$ cat src/hdl/src_consts.vh
`ifndef SRC_CONSTS_VH
`define SRC_CONSTS_VH

// ==========================================================
// register byte offsets on the avalon slave
`define SRC_OFS_PWR_CTRL     5'h00
`define SRC_OFS_WD_KEY       5'h04
`define SRC_OFS_WD_RELOAD    5'h08
`define SRC_OFS_WD_COUNT     5'h0C
`define SRC_OFS_DEBUG_CTRL   5'h10
`define SRC_OFS_CAUSE        5'h14

// ==========================================================
// field positions
`define SRC_BIT_LV_DISABLE   5
`define SRC_BIT_POR_FLAG     4
`define SRC_BIT_DEBUG_EN     0
`define SRC_BIT_CAUSE_EXT    0
`define SRC_BIT_CAUSE_LV     1
`define SRC_BIT_CAUSE_WD     2
`define SRC_BIT_CAUSE_DBG    3

// ==========================================================
// reset values and codes
`define SRC_WD_KEY_RESET     8'h55
`define SRC_WD_KEY_OFF       8'h55
`define SRC_WD_RELOAD_RESET  8'h00
`define SRC_WD_COUNT_MAX     24'hFF_FFFF
`define SRC_MC_LAST          2'h3

// ==========================================================
// timing
`define SRC_CLK_MHZ          200
`define SRC_LV_FILTER_NS     1000
`define SRC_STRETCH_MS       10
`define SRC_STRETCH_REF_KHZ  40000

`endif

$ cat src/hdl/src_supervisor.v
// Implementation choices: the address map and register access over Avalon-MM.
`include "src_consts.vh"

module src_supervisor #(
  parameter STRETCH_CYCLES = `SRC_STRETCH_MS * `SRC_STRETCH_REF_KHZ,
  parameter STRETCH_W      = 20,
  parameter WD_W           = 24
) (
  input  wire        clk,
  input  wire        nrst,
  input  wire        reset_pin_n,
  input  wire        low_voltage_in,
  input  wire        debug_reset_req,
  input  wire [4:0]  avs_address,
  input  wire        avs_read,
  input  wire        avs_write,
  input  wire [31:0] avs_writedata,
  output reg  [31:0] avs_readdata,
  output reg         avs_waitrequest,
  output reg         cpu_reset,
  output reg         memory_module_reset_n
);

  // ==========================================================
  // timing counts
  localparam integer FILT_RAW = (`SRC_LV_FILTER_NS * `SRC_CLK_MHZ + 999) / 1000;
  localparam integer FILT_INT = (FILT_RAW < 1) ? 1 : FILT_RAW;
  localparam [7:0]   FILT_CYCLES = FILT_INT[7:0];
  localparam [STRETCH_W-1:0] STRETCH_LOAD = STRETCH_CYCLES[STRETCH_W-1:0];
  // full-width rollover value, cut to the counter width on purpose
  localparam [23:0]          WD_MAX_FULL = `SRC_WD_COUNT_MAX;
  localparam [WD_W-1:0]      WD_MAX = WD_MAX_FULL[WD_W-1:0];

  // ==========================================================
  // address decode
  function sel;
    input [4:0] a;
    input [4:0] o;
    begin
      sel = (a[4:2] == o[4:2]);
    end
  endfunction

  // ==========================================================
  // declarations
  wire                 pin_n_s;
  wire                 lv_s;
  reg  [7:0]           lv_cnt;
  reg                  lv_filt;
  reg                  low_voltage_reset_disable;
  reg                  por_flag;
  reg                  debug_en;
  reg  [3:0]           cause;
  reg  [7:0]           watchdog_key;
  reg  [7:0]           watchdog_reload;
  reg  [WD_W-1:0]      wd_cnt;
  reg  [1:0]           mc_div;
  reg                  wd_ovf;
  reg  [STRETCH_W-1:0] stretch_cnt;
  reg  [31:0]          next_readdata;
  wire                 wr_ok;
  wire                 rd_take;
  wire                 wd_en;
  wire                 src_ext;
  wire                 src_lv;
  wire                 src_wd;
  wire                 src_dbg;
  wire                 any_src;
  wire                 wr_pwr;
  wire                 wr_key;
  wire                 wr_reload;
  wire                 wr_dbg;
  wire                 wr_cause;
  wire                 stretch_busy;
  wire                 next_cpu_reset;

  // ==========================================================
  // input synchronisers
  // sync reset pin
  src_sync2 #(
    .RST_VAL (1'b0)
  ) u_sync_pin (
    .clk  (clk),
    .nrst (nrst),
    .d    (reset_pin_n),
    .q    (pin_n_s)
  );

  src_sync2 #(
    .RST_VAL (1'b0)
  ) u_sync_lv (
    .clk  (clk),
    .nrst (nrst),
    .d    (low_voltage_in),
    .q    (lv_s)
  );

  // ==========================================================
  // bus handshake
  // one wait cycle on every access; the answer edge is the second edge
  // readdata loads on the taking edge, so it stands at the answer edge
  assign wr_ok     = avs_write & ~avs_waitrequest;
  assign rd_take   = avs_read & avs_waitrequest;
  assign wr_pwr    = wr_ok & sel(avs_address, `SRC_OFS_PWR_CTRL);
  assign wr_key    = wr_ok & sel(avs_address, `SRC_OFS_WD_KEY);
  assign wr_reload = wr_ok & sel(avs_address, `SRC_OFS_WD_RELOAD);
  assign wr_dbg    = wr_ok & sel(avs_address, `SRC_OFS_DEBUG_CTRL);
  assign wr_cause  = wr_ok & sel(avs_address, `SRC_OFS_CAUSE);

  always @(posedge clk or negedge nrst) begin
    if (!nrst) begin
      avs_waitrequest <= 1'b1;
    end else begin
      avs_waitrequest <= ~((avs_read | avs_write) & avs_waitrequest);
    end
  end

  always @* begin
    next_readdata = 32'h0000_0000;
    if (sel(avs_address, `SRC_OFS_PWR_CTRL)) begin
      next_readdata[`SRC_BIT_LV_DISABLE] = low_voltage_reset_disable;
      next_readdata[`SRC_BIT_POR_FLAG]   = por_flag;
    end else if (sel(avs_address, `SRC_OFS_WD_KEY)) begin
      next_readdata[7:0] = watchdog_key;
    end else if (sel(avs_address, `SRC_OFS_WD_RELOAD)) begin
      next_readdata[7:0] = watchdog_reload;
    end else if (sel(avs_address, `SRC_OFS_WD_COUNT)) begin
      next_readdata[WD_W-1:0] = wd_cnt;
    end else if (sel(avs_address, `SRC_OFS_DEBUG_CTRL)) begin
      next_readdata[`SRC_BIT_DEBUG_EN] = debug_en;
    end else if (sel(avs_address, `SRC_OFS_CAUSE)) begin
      next_readdata[3:0] = cause;
    end
  end

  always @(posedge clk or negedge nrst) begin
    if (!nrst) begin
      avs_readdata <= 32'h0000_0000;
    end else if (rd_take) begin
      avs_readdata <= next_readdata;
    end
  end

  // ==========================================================
  // low-voltage glitch filter
  // glitch filter count
  // dropout clears at once; the stretch supplies the hold-off
  always @(posedge clk or negedge nrst) begin
    if (!nrst) begin
      lv_cnt  <= 8'h00;
      lv_filt <= 1'b0;
    end else if (!lv_s) begin
      lv_cnt  <= 8'h00;
      lv_filt <= 1'b0;
    end else if (lv_cnt != FILT_CYCLES) begin
      lv_cnt  <= lv_cnt + 8'h01;
    end else begin
      lv_filt <= 1'b1;
    end
  end

  // ==========================================================
  // reset sources
  // no mode gating
  // nothing here looks at idle or power-down, so the detector path stays live
  assign src_ext = ~pin_n_s;
  assign src_lv  = lv_filt & ~low_voltage_reset_disable;
  assign src_wd  = wd_ovf;
  assign src_dbg = debug_reset_req & debug_en;
  assign any_src = src_ext | src_lv | src_wd | src_dbg;

  // ==========================================================
  // reset stretch
  // a source or a running stretch keeps the reset asserted
  assign stretch_busy   = (stretch_cnt != {STRETCH_W{1'b0}});
  assign next_cpu_reset = any_src | stretch_busy;

  always @(posedge clk or negedge nrst) begin
    if (!nrst) begin
      stretch_cnt           <= STRETCH_LOAD;
      cpu_reset             <= 1'b1;
      memory_module_reset_n <= 1'b0;
    end else begin
      if (any_src) begin
        stretch_cnt <= STRETCH_LOAD;
      end else if (stretch_busy) begin
        stretch_cnt <= stretch_cnt - {{(STRETCH_W-1){1'b0}}, 1'b1};
      end
      cpu_reset             <= next_cpu_reset;
      memory_module_reset_n <= ~next_cpu_reset;
    end
  end

  // ==========================================================
  // power control, debug control and cause flags
  // the power control bit returns to default on every internal reset; debug_en and the flags do not
  always @(posedge clk or negedge nrst) begin
    if (!nrst) begin
      low_voltage_reset_disable <= 1'b0;
    end else if (cpu_reset) begin
      low_voltage_reset_disable <= 1'b0;
    end else if (wr_pwr) begin
      low_voltage_reset_disable <= avs_writedata[`SRC_BIT_LV_DISABLE];
    end
  end

  always @(posedge clk or negedge nrst) begin
    if (!nrst) begin
      por_flag <= 1'b1;
      debug_en <= 1'b0;
      cause    <= 4'h0;
    end else begin
      por_flag <= src_lv | (por_flag & ~(wr_pwr & ~avs_writedata[`SRC_BIT_POR_FLAG]));
      if (wr_dbg) begin
        debug_en <= avs_writedata[`SRC_BIT_DEBUG_EN];
      end
      // write one clears; a new event in the same cycle wins
      cause <= ({src_dbg, src_wd, src_lv, src_ext})
             | (cause & ~(wr_cause ? avs_writedata[3:0] : 4'h0));
    end
  end

  // ==========================================================
  // watchdog
  assign wd_en = (watchdog_key != `SRC_WD_KEY_OFF);

  always @(posedge clk or negedge nrst) begin
    if (!nrst) begin
      watchdog_key    <= `SRC_WD_KEY_RESET;
      watchdog_reload <= `SRC_WD_RELOAD_RESET;
      wd_cnt          <= {WD_W{1'b0}};
      mc_div          <= 2'h0;
      wd_ovf          <= 1'b0;
    end else if (cpu_reset) begin
      watchdog_key    <= `SRC_WD_KEY_RESET;
      watchdog_reload <= `SRC_WD_RELOAD_RESET;
      wd_cnt          <= {WD_W{1'b0}};
      mc_div          <= 2'h0;
      wd_ovf          <= 1'b0;
    end else begin
      wd_ovf <= 1'b0;
      if (wr_key) begin
        watchdog_key <= avs_writedata[7:0];
      end
      if (wr_reload) begin
        watchdog_reload <= avs_writedata[7:0];
      end
      if (!wd_en) begin
        wd_cnt <= {WD_W{1'b0}};
        mc_div <= 2'h0;
      end else if (wr_reload) begin
        wd_cnt <= {avs_writedata[7:0], {(WD_W-8){1'b0}}};
      end else begin
        mc_div <= mc_div + 2'h1;
        if (mc_div == `SRC_MC_LAST) begin
          wd_cnt <= wd_cnt + {{(WD_W-1){1'b0}}, 1'b1};
          if (wd_cnt == WD_MAX) begin
            wd_ovf <= 1'b1;
          end
        end
      end
    end
  end

endmodule // src_supervisor

$ cat src/hdl/src_sync2.v
// ==========================================================
// two-flop synchroniser, first stage read only by the second
module src_sync2 #(
  parameter RST_VAL = 1'b0
) (
  input  wire clk,
  input  wire nrst,
  input  wire d,
  output reg  q
);

  reg meta;

  always @(posedge clk or negedge nrst) begin
    if (!nrst) begin
      meta <= RST_VAL;
      q    <= RST_VAL;
    end else begin
      meta <= d;
      q    <= meta;
    end
  end

endmodule // src_sync2

$ cat config.mk
export PLATFORM = sky130hd
export DESIGN_NAME = src_supervisor
export DESIGN_NICKNAME = d
export VERILOG_FILES = /design/src/hdl/src_supervisor.v /design/src/hdl/src_sync2.v
export VERILOG_INCLUDE_DIRS = /design/src /design/src/hdl
export SDC_FILE = /design/constraint.sdc
export NUM_CORES = 1
export LEC_CHECK = 0
export ABC_AREA = 1
export BUFFER_PORTS_ARGS = -buffer_cell sky130_fd_sc_hd__buf_4
export CORE_ASPECT_RATIO = 1.75
export CORE_MARGIN = 2
export CORE_UTILIZATION = 62
export CTS_CLUSTER_DIAMETER = 200
export DETAILED_ROUTE_END_ITERATION = 10
export PLACE_DENSITY = 0.84
export SLEW_MARGIN = 20
export SYNTH_ARGS = -nofsm -noshare
export SYNTH_HDL_FRONTEND = slang
export SYNTH_SLANG_ARGS = --single-unit
$ cat constraint.sdc
create_clock -name clk -period 3.7 [get_ports clk]
set_clock_uncertainty 0.1 [all_clocks]
set_input_delay 0.185 -clock clk [delete_from_list [all_inputs] [get_ports clk]]
set_output_delay 0.185 -clock clk [all_outputs]
set_load 0.02 [all_outputs]
Word level (Yosys, flattened, before mapping). Cells that the tools add are included.

Register bits: 110. Logic and storage cells: 108. Output and inout port bits: 35. Input bits: 44.

Multiplexer cells: 37. Eq/ne operators: 13. Bitwise logic cells: 28. Add/sub/neg operators: 4. Reductions and logical operators: 6.

Operators with widths (number): two-way mux 24 bit (4); two-way mux 8 bit (8); two-way mux 20 bit (3); two-way mux 16 bit (2); adder 24 x 1 -> 24 bit (second input constant) (1); == test 24 bit (second input constant) (1); nonzero test 20 bit (1); subtractor 20 x 1 -> 20 bit (second input constant) (1); two-way mux 18 bit (1); two-way mux 4 bit (4); bitwise AND 1 bit (12); two-way mux 1 bit (10); adder 8 x 1 -> 8 bit (second input constant) (1); two-way mux 2 bit (4); inequality test 8 x 7 -> 1 bit (second input constant) (1); inequality test 8 bit (second input constant) (1); nonzero test 2 bit (4); NOT 1 bit (7); == test 3 x 2 -> 1 bit (second input constant) (2); == test 3 bit (second input constant) (2); bitwise OR 1 bit (6); bitwise AND 4 bit (1); inequality test 2 bit (second input constant) (2); inequality test 4 x 2 -> 1 bit (second input constant) (1); 8 further kinds (8).

Longest topological paths before layout. Gate-level depths: netlist of run 1.

Depth in word-level cells: 7. Depth in mapped cells: 11. Gate-level depth less buffers: 11.

Cells and area by module. Synthesis of run 1 repeated with hierarchy kept, for this count alone.

Cells, all modules: 721. Area total of the unflattened synthesis: 5810.6 µm².

By module, submodules not included: src_supervisor (area each 5710.5 µm², instances 1, cells an instance 717, sequential area each 2668.8 µm²); src_sync2 (area each 50.0 µm², instances 2, cells an instance 2, sequential area each 50.0 µm²).

Worst setup path after synthesis of run 1. No wires, ideal clock.

Kind: register to register. Start point: reg mc_div[0]. End point: reg wd_cnt[15]. Path slack: 2.087 ns. Period minus slack after synthesis: 1.613 ns. Setup time: 0.123 ns. Data required time: 3.477 ns. Path buffers: 1. Arrival time: 1.390 ns. Stages on the path, launching flop included: 10. Cells stage by stage: dfrtp_1 > ha_1 > buf_4 > inv_2 > nor3_4 > nand2_1 > nor2_2 > nand2_1 > o21ai_0 > a21oi_1.

Word-level cells in the longest chain between the ends: 2.

Ends and longest elaborated chain: start: declaration (RTL line src_supervisor.v:57) `reg [1:0] mc_div;`; start signal: assignment (RTL line src_supervisor.v:254) `mc_div <= mc_div + 2'h1;`; == test 2 bit (no source line); inequality test 4 x 2 -> 1 bit (no source line); end signal: assignment (RTL line src_supervisor.v:231) `wd_cnt <= {WD_W{1'b0}};`; end signal: assignment (RTL line src_supervisor.v:237) `wd_cnt <= {WD_W{1'b0}};`; end signal: assignment (RTL line src_supervisor.v:249) `wd_cnt <= {WD_W{1'b0}};`; end: declaration (RTL line src_supervisor.v:56) `reg [WD_W-1:0] wd_cnt;`.

No other way between the ends. A chain may end at the register's enable or synchronous reset.

Worst setup path in the final report of run 1.
Start point: reg stretch_cnt[0]. End point: reg stretch_cnt[1].

Word-level cells in the longest chain between the ends: 3. Elaborated cells between the ends (all ways): 5. Those cells by class: add/sub (1); mux (2); reduce/logical (2).

Ends and longest elaborated chain: start: declaration (RTL line src_supervisor.v:59) `reg [STRETCH_W-1:0] stretch_cnt;`; start signal: assignment (RTL line src_supervisor.v:187) `stretch_cnt <= stretch_cnt - {{(STRETCH_W-1){1'b0}}, 1'b1};`; subtractor 20 x 1 -> 20 bit (RTL line src_supervisor.v:187); two-way mux 20 bit (RTL line src_supervisor.v:186) `end else if (stretch_busy) begin`; two-way mux 20 bit (RTL line src_supervisor.v:184) `if (any_src) begin`.

Parallel ways exist; a longest one is shown, timed or not. The select of a mux whose other input is x is not followed.

==> impl_metrics.csv, run 1 <==
group,metric,value,unit
die,fp-row-count,46,
synth,synth_ff_type,"dfrtp_1",
final_layout,antenna_cells,0,
die,die_w,76.4,µm
timing,finalSetupViolCount,0,
clock_tree,cts_resized,0,
power,p_leak,3.04,nW
final_layout,layout_commonest_cell,"nand2_1",
die,start_util,63.3,%
routing,drtIter0Drc,435,
die,core,8980,µm²
die,die_h,131,µm
power,irDropWorstVdd,0.281,mV
clock_tree,cts_tree,"yes",
global_routing,grt_first_pass_wirelength,23.5,mm
clock_tree,htreeDepth,3,
synth,synth_cell_type_count,41,
synth,synth.largest_area_cell,"dfrtp_1",
synth,yosysSeqAreaShare,48.8,%
critical_path,cp_num_buf_inv,3,
placement,place_hpwl,10.6,mm
clock_tree,hold_buffers,10,
critical_path,crit_fanout,11,
routing,via_per_inst,5.71,
synth,synth.area.top_cells,"dfrtp_1 43%, nand2_1 13%, dfstp_2 6.0%",
critical_path,crit_family,"simple AND/OR/NAND/NOR gates",
synth,synth_edf_count,0,
clock_tree,clk_path_buf_depth,2,
final_layout,drive_gt1_share,13.9,%
placement,portBuffers,44,
worst_hold_path,hold_path_class,"in2reg",
critical_path,cp.required,3.84,ns
final_layout,final_cell_mix,"197 x nand2_1, 97 x dfrtp_1, 80 x nor2_1",
clock_tree,numCtsBuffers,9,
synth,synthCells,720,
die,die_area,9970,µm²
critical_path,cpMostUsedCell,"inv_1",
routing,dr.pass1.iters,5,
synth,avgSynthCellArea,7.89,µm²
routing,ant_nets,0,
global_routing,grt_pass1_vias,5130,
critical_path,path_class,"reg2reg",
clock_tree,clockRootBuffer,"clkbuf_16",
timing,hold_viol,0,
critical_path,slowest_delay,0.44,ns
timing,min_period,2.30,ns
outcome,status,"finished clean",
job,drv_cap,0,
clock_tree,path_clk_slew,0.07,ns
critical_path,start_kind,"flop",
routing,drt_wl_total,14.4,mm
synth,synth_top_area_share,42.7,%
die,pin_count,79,
global_routing,globalRouteOverflowTotal,0,
power,power_density,411,nW/µm²
timing,timing.setup.tns,0,ns
synth,netlist_area,5680,µm²
critical_path,cp-end-kind,"flop",
global_routing,grt_max_degree,57,
synth,ys_ff_latch,110,
clock_tree,post_cts_buffers,0,
timing,slew_violations,0,
placement,place.gp.congestion,1.02,
clock_tree,clock-sinks,110,
clock_tree,clk_latency,0.35,ns
timing,slew_headroom,51.7,%
global_routing,antenna_found_initial,0,
routing,vias,5126,
timing,worst_pin_slew,0.725,ns
synth,async_reset_ff_share,100,%
critical_path,path_cells,"inv_1 > ha_1 > inv_1 > nor3_1 > nand3_2 > nor2_2 > inv_1 > nand2_1 > o21ai_1",
routing,wl_per_cell,16.1,µm
synth,synth_warnings,0,
timing,fmax,0.435,GHz
global_routing,grt_util_all_layers,30.0,%
final_layout,nets,822,
timing,min_period_over_period,62.1,%
final_layout,nFillCells,709,
final_layout,area_growth_syn_to_layout,14.3,%
critical_path,crit_arrival,2.44,ns
routing,remaining_drc_errors,0,
critical_path,critPathSlowestCell,"nor2_2",
power,p_total,2.67,mW
timing,rsz0062_at_grt,"false",
[metrics by stage]
step | util, % | hold slack [ns] | instance area [µm²] | setup slack (ns) | instances
3_3_place_gp | 67.5 | 0.174 | 6060 | 1.51 | 871
6_report | 72.3 | 0.0286 | 6490 | 1.40 | 897
5_1_grt | 72.3 | 0.0536 | 6490 | 1.23 | 897
4_1_cts | 72.3 | 0.0202 | 6490 | 1.43 | 897
2_1_floorplan | - | -0.211 | 5710 | 2.09 | 727
3_5_place_dp | 67.5 | 0.184 | 6060 | 1.45 | 871
[final timing paths]
kind | slack (ns) | to | cells past startpoint | startpoint
max | 1.40 | stretch_cnt[1] | 9 | stretch_cnt[0]
min | 0.03 | watchdog_key[0] | 3 | avs_writedata[0]
max reg2reg | 1.40 | stretch_cnt[1] | 9 | stretch_cnt[0]
min reg2reg | 0.25 | u_sync_lv.q | 0 | u_sync_lv.meta
max in group asynchronous | 2.26 | cpu_reset | 3 | nrst
min in group asynchronous | 0.34 | wd_cnt[8] | 2 | nrst
[metal layers]
metal	share of wire (%)	vias to the layer above	GRT usage, %
met3	4.0	64	4.19
met5	0	-	0
li1	-	2420	-
met4	7.0	0	23.7
met1	35	2437	29.6
met2	54	205	56.3
[layout make-up]
class                      count  area, µm²  share of cell area (%)
clock buffer                  13        260                    4.01
sequential                   110       2770                    42.6
clock inverter                 3       67.6                    1.04
timing repair buffer          57        453                    6.98
inverter                      79        297                    4.57
multi-input combinational    515       2500                    38.4
tap                          120        150                    2.31
[registers in the layout, summed over array words and instances (netlist names), 2 cells and up]
register,flops
wd_cnt,24
watchdog_key,8
stretch_cnt,20
cause,4
mc_div,2
watchdog_reload,8
lv_cnt,8
avs_readdata,24
[cells in the mapped netlist (4+ instances only)]
| master | count |
|---|---|
| nor2_2 | 10 |
| buf_4 | 10 |
| o21ai_1 | 4 |
| nand2_1 | 197 |
| o21ai_0 | 42 |
| nand3_1 | 45 |
| dfrtp_1 | 97 |
| nor3_1 | 16 |
| o22ai_1 | 9 |
| dfstp_2 | 13 |
| xor2_1 | 10 |
| a21oi_1 | 22 |
| buf_2 | 4 |
| o31ai_1 | 9 |
| clkbuf_1 | 6 |
| nand4_1 | 18 |
| inv_1 | 75 |
| nor2_4 | 4 |
| ha_1 | 6 |
| nor2_1 | 80 |
| or2_2 | 8 |
[worst min-delay path, cell delays in order]
cell     delay (ns)
buf_4          0.11
inv_1          0.10
a21oi_1        0.08
[cell families (layout without fill, tap and decap cells)]
| group | after synthesis | in the layout | share of synthesized area, % |
|---|---|---|---|
| adders and majority gates | 6 | 6 | 1.32 |
| buffers and inverters | 102 | 152 | 7.75 |
| AOI/OAI and AO/OA | 97 | 97 | 9.69 |
| other | 1 | 8 | 0.0660 |
| xor gates and xnor gates | 12 | 12 | 1.85 |
| and+or+nand+nor | 392 | 392 | 30.6 |
| DFF | 110 | 110 | 48.8 |
[report_power, final]
part	internal, mW	switching [mW]	leakage (nW)
clock	0.631	0.419	0.156
combinational	0.107	0.214	1.43
sequential	1.26	0.0375	1.45
No activity file was read; power rests on OpenSTA's default activity.
==> run 2: changes to the inputs <==
Settings changed: CORE_UTILIZATION 62 to 52, PLACE_DENSITY 0.84 to 0.75.
Clock period 3.7 ns to 2.1 ns, I/O delays scaled along.
==> impl_metrics.csv, run 2 (same netlist as run 1, synthesis figures left out) <==
group,metric,value,unit
power,p_int,3.47,mW
routing,drtIter0Drc,330,
global_routing,grt_util_all_layers,26.1,%
timing,hold_viol,0,
clock_tree,htreeDepth,3,
timing,slew_violations,0,
routing,wl_per_cell,16.1,µm
placement,place_hpwl,11.3,mm
clock_tree,hold_buffers,14,
critical_path,cp-end-kind,"flop",
clock_tree,post_cts_buffers,0,
placement,place.gp.congestion,0.997,
routing,drt_wl_total,14.9,mm
critical_path,crit_fanout,7,
die,die_h,142,µm
routing,remaining_drc_errors,0,
final_layout,nets,839,
critical_path,start_kind,"flop",
clock_tree,path_clk_slew,0.07,ns
global_routing,globalRouteOverflowTotal,0,
clock_tree,cts_resized,0,
clock_tree,cts_tree,"yes",
power,seqPwrFrac,48.8,%
final_layout,design_area,6650,µm²
power,p_sw_share,25.7,%
timing,min_period_over_period,92.6,%
global_routing,grt_max_degree,66,
final_layout,antenna_cells,0,
placement,dpl-instance-area,6190,µm²
timing,fmax,0.514,GHz
routing,vias,5037,
die,pin_count,79,
final_layout,final_cell_mix,"197 x nand2_1, 97 x dfrtp_1, 80 x nor2_1",
global_routing,grt_pass1_vias,5158,
clock_tree,clk_path_buf_depth,2,
final_layout,area_growth_syn_to_layout,17.1,%
clock_tree,clk_latency,0.36,ns
critical_path,cp.required,2.30,ns
clock_tree,clockRootBuffer,"clkbuf_16",
die,die_w,83,µm
timing,finalSetupViolCount,0,
routing,dr.pass1.iters,5,
die,fp-row-count,50,
timing,min_period,1.95,ns
critical_path,r2r_slack,0.15,ns
job,drv_cap,0,
global_routing,grt_first_pass_wirelength,24.1,mm
power,pwr-share-clk,38.7,%
die,die_area,11800,µm²
die,start_util,53.1,%
power,p_leak,3.13,nW
routing,ant_nets,0,
die,core,10700,µm²
power,power_density,702,nW/µm²
power,irDropWorstVdd,0.551,mV
worst_hold_path,hold_path_class,"in2reg",
timing,timing.setup.tns,0,ns
clock_tree,clock-sinks,110,
global_routing,antenna_found_initial,0,
final_layout,layout_commonest_cell,"nand2_1",
outcome,status,"finished clean",
placement,portBuffers,44,
power,p_total,4.67,mW
final_layout,final_util,62.1,%
critical_path,crit_arrival,2.15,ns
timing,whs,0.0557,ns
timing,rsz0062_at_grt,"false",
power,switching_power,1.20,mW
final_layout,drive_gt1_share,15.5,%
routing,via_per_inst,5.45,
clock_tree,numCtsBuffers,9,
critical_path,path_class,"reg2reg",
final_layout,reg.largest.list,"avs_readdata: 24 flops, wd_cnt: 24 flops, stretch_cnt: 20 flops",
power,pwr-share-comb,12.5,%
==> run 2: changes by cell type in the layout (fill, tap and decap cells not counted), sizes merged <==
cell / change
bufinv: -1
buf: +13
dlygate4sd3: +4
clkinv: +2
clkinvlp: -1
==> run 2: area by class of cell <==
cell class | instances | area [µm²]
Fill cell | 952 | 4050
Sequential cell | 110 | 2770
Clock inverter | 3 | 40.0
Inverter | 79 | 297
Clock buffer | 13 | 280
Tap cell | 130 | 163
Multi-Input combinational cell | 515 | 2500
Timing Repair Buffer | 74 | 603
==> run 2: power by group through the flow <==
stage                     Combinational [mW]  Clock [mW]  Sequential, mW
after floorplan                        0.337           0            2.32
after global placement                 0.546           0            2.31
after detailed placement               0.560           0            2.32
after CTS                              0.585        1.84            2.28
after global routing                   0.656        1.93            2.29
final                                  0.586        1.81            2.28
==> run 2: worst paths after layout <==
| check | from | endpoint | cells after the start |
|---|---|---|---|
| hold / removal | avs_address[2] | debug_en | 3 |
| setup reg to reg | stretch_cnt[0] | stretch_cnt[12] | 9 |
| max in group asynchronous | nrst | stretch_cnt[7] | 3 |
| hold reg to reg | u_sync_lv.meta | u_sync_lv.q | 0 |
| min in group asynchronous | nrst | wd_cnt[8] | 2 |
| setup / recovery | stretch_cnt[0] | stretch_cnt[12] | 9 |
==> run 2: worst max-delay path: stages (launching register included) <==
cell and delay [ns]:
dfrtp_1 0.37, inv_1 0.18, ha_1 0.35, nand2_1 0.12, inv_1 0.12, nand4_1 0.17, or2_2 0.32, nand3_1 0.07
nand2_1 0.05, inv_1 0.05
==> run 2: routing by layer <==
layer / vias up / track usage (%) / routed length [µm]
li1: 2451 / - / -
met1: 2387 / 24.1 / 5160
met2: 147 / 51.2 / 8380
met3: 52 / 4.35 / 468
met4: 0 / 16.8 / 862
met5: - / 0 / 0
==> run 2: per-stage QoR <==
step	instances	setup slack, ns
floorplan	727	0.487
global placement	894	0.254
detailed placement	894	0.214
CTS	924	0.190
global route	924	0.00868
finish	924	0.155
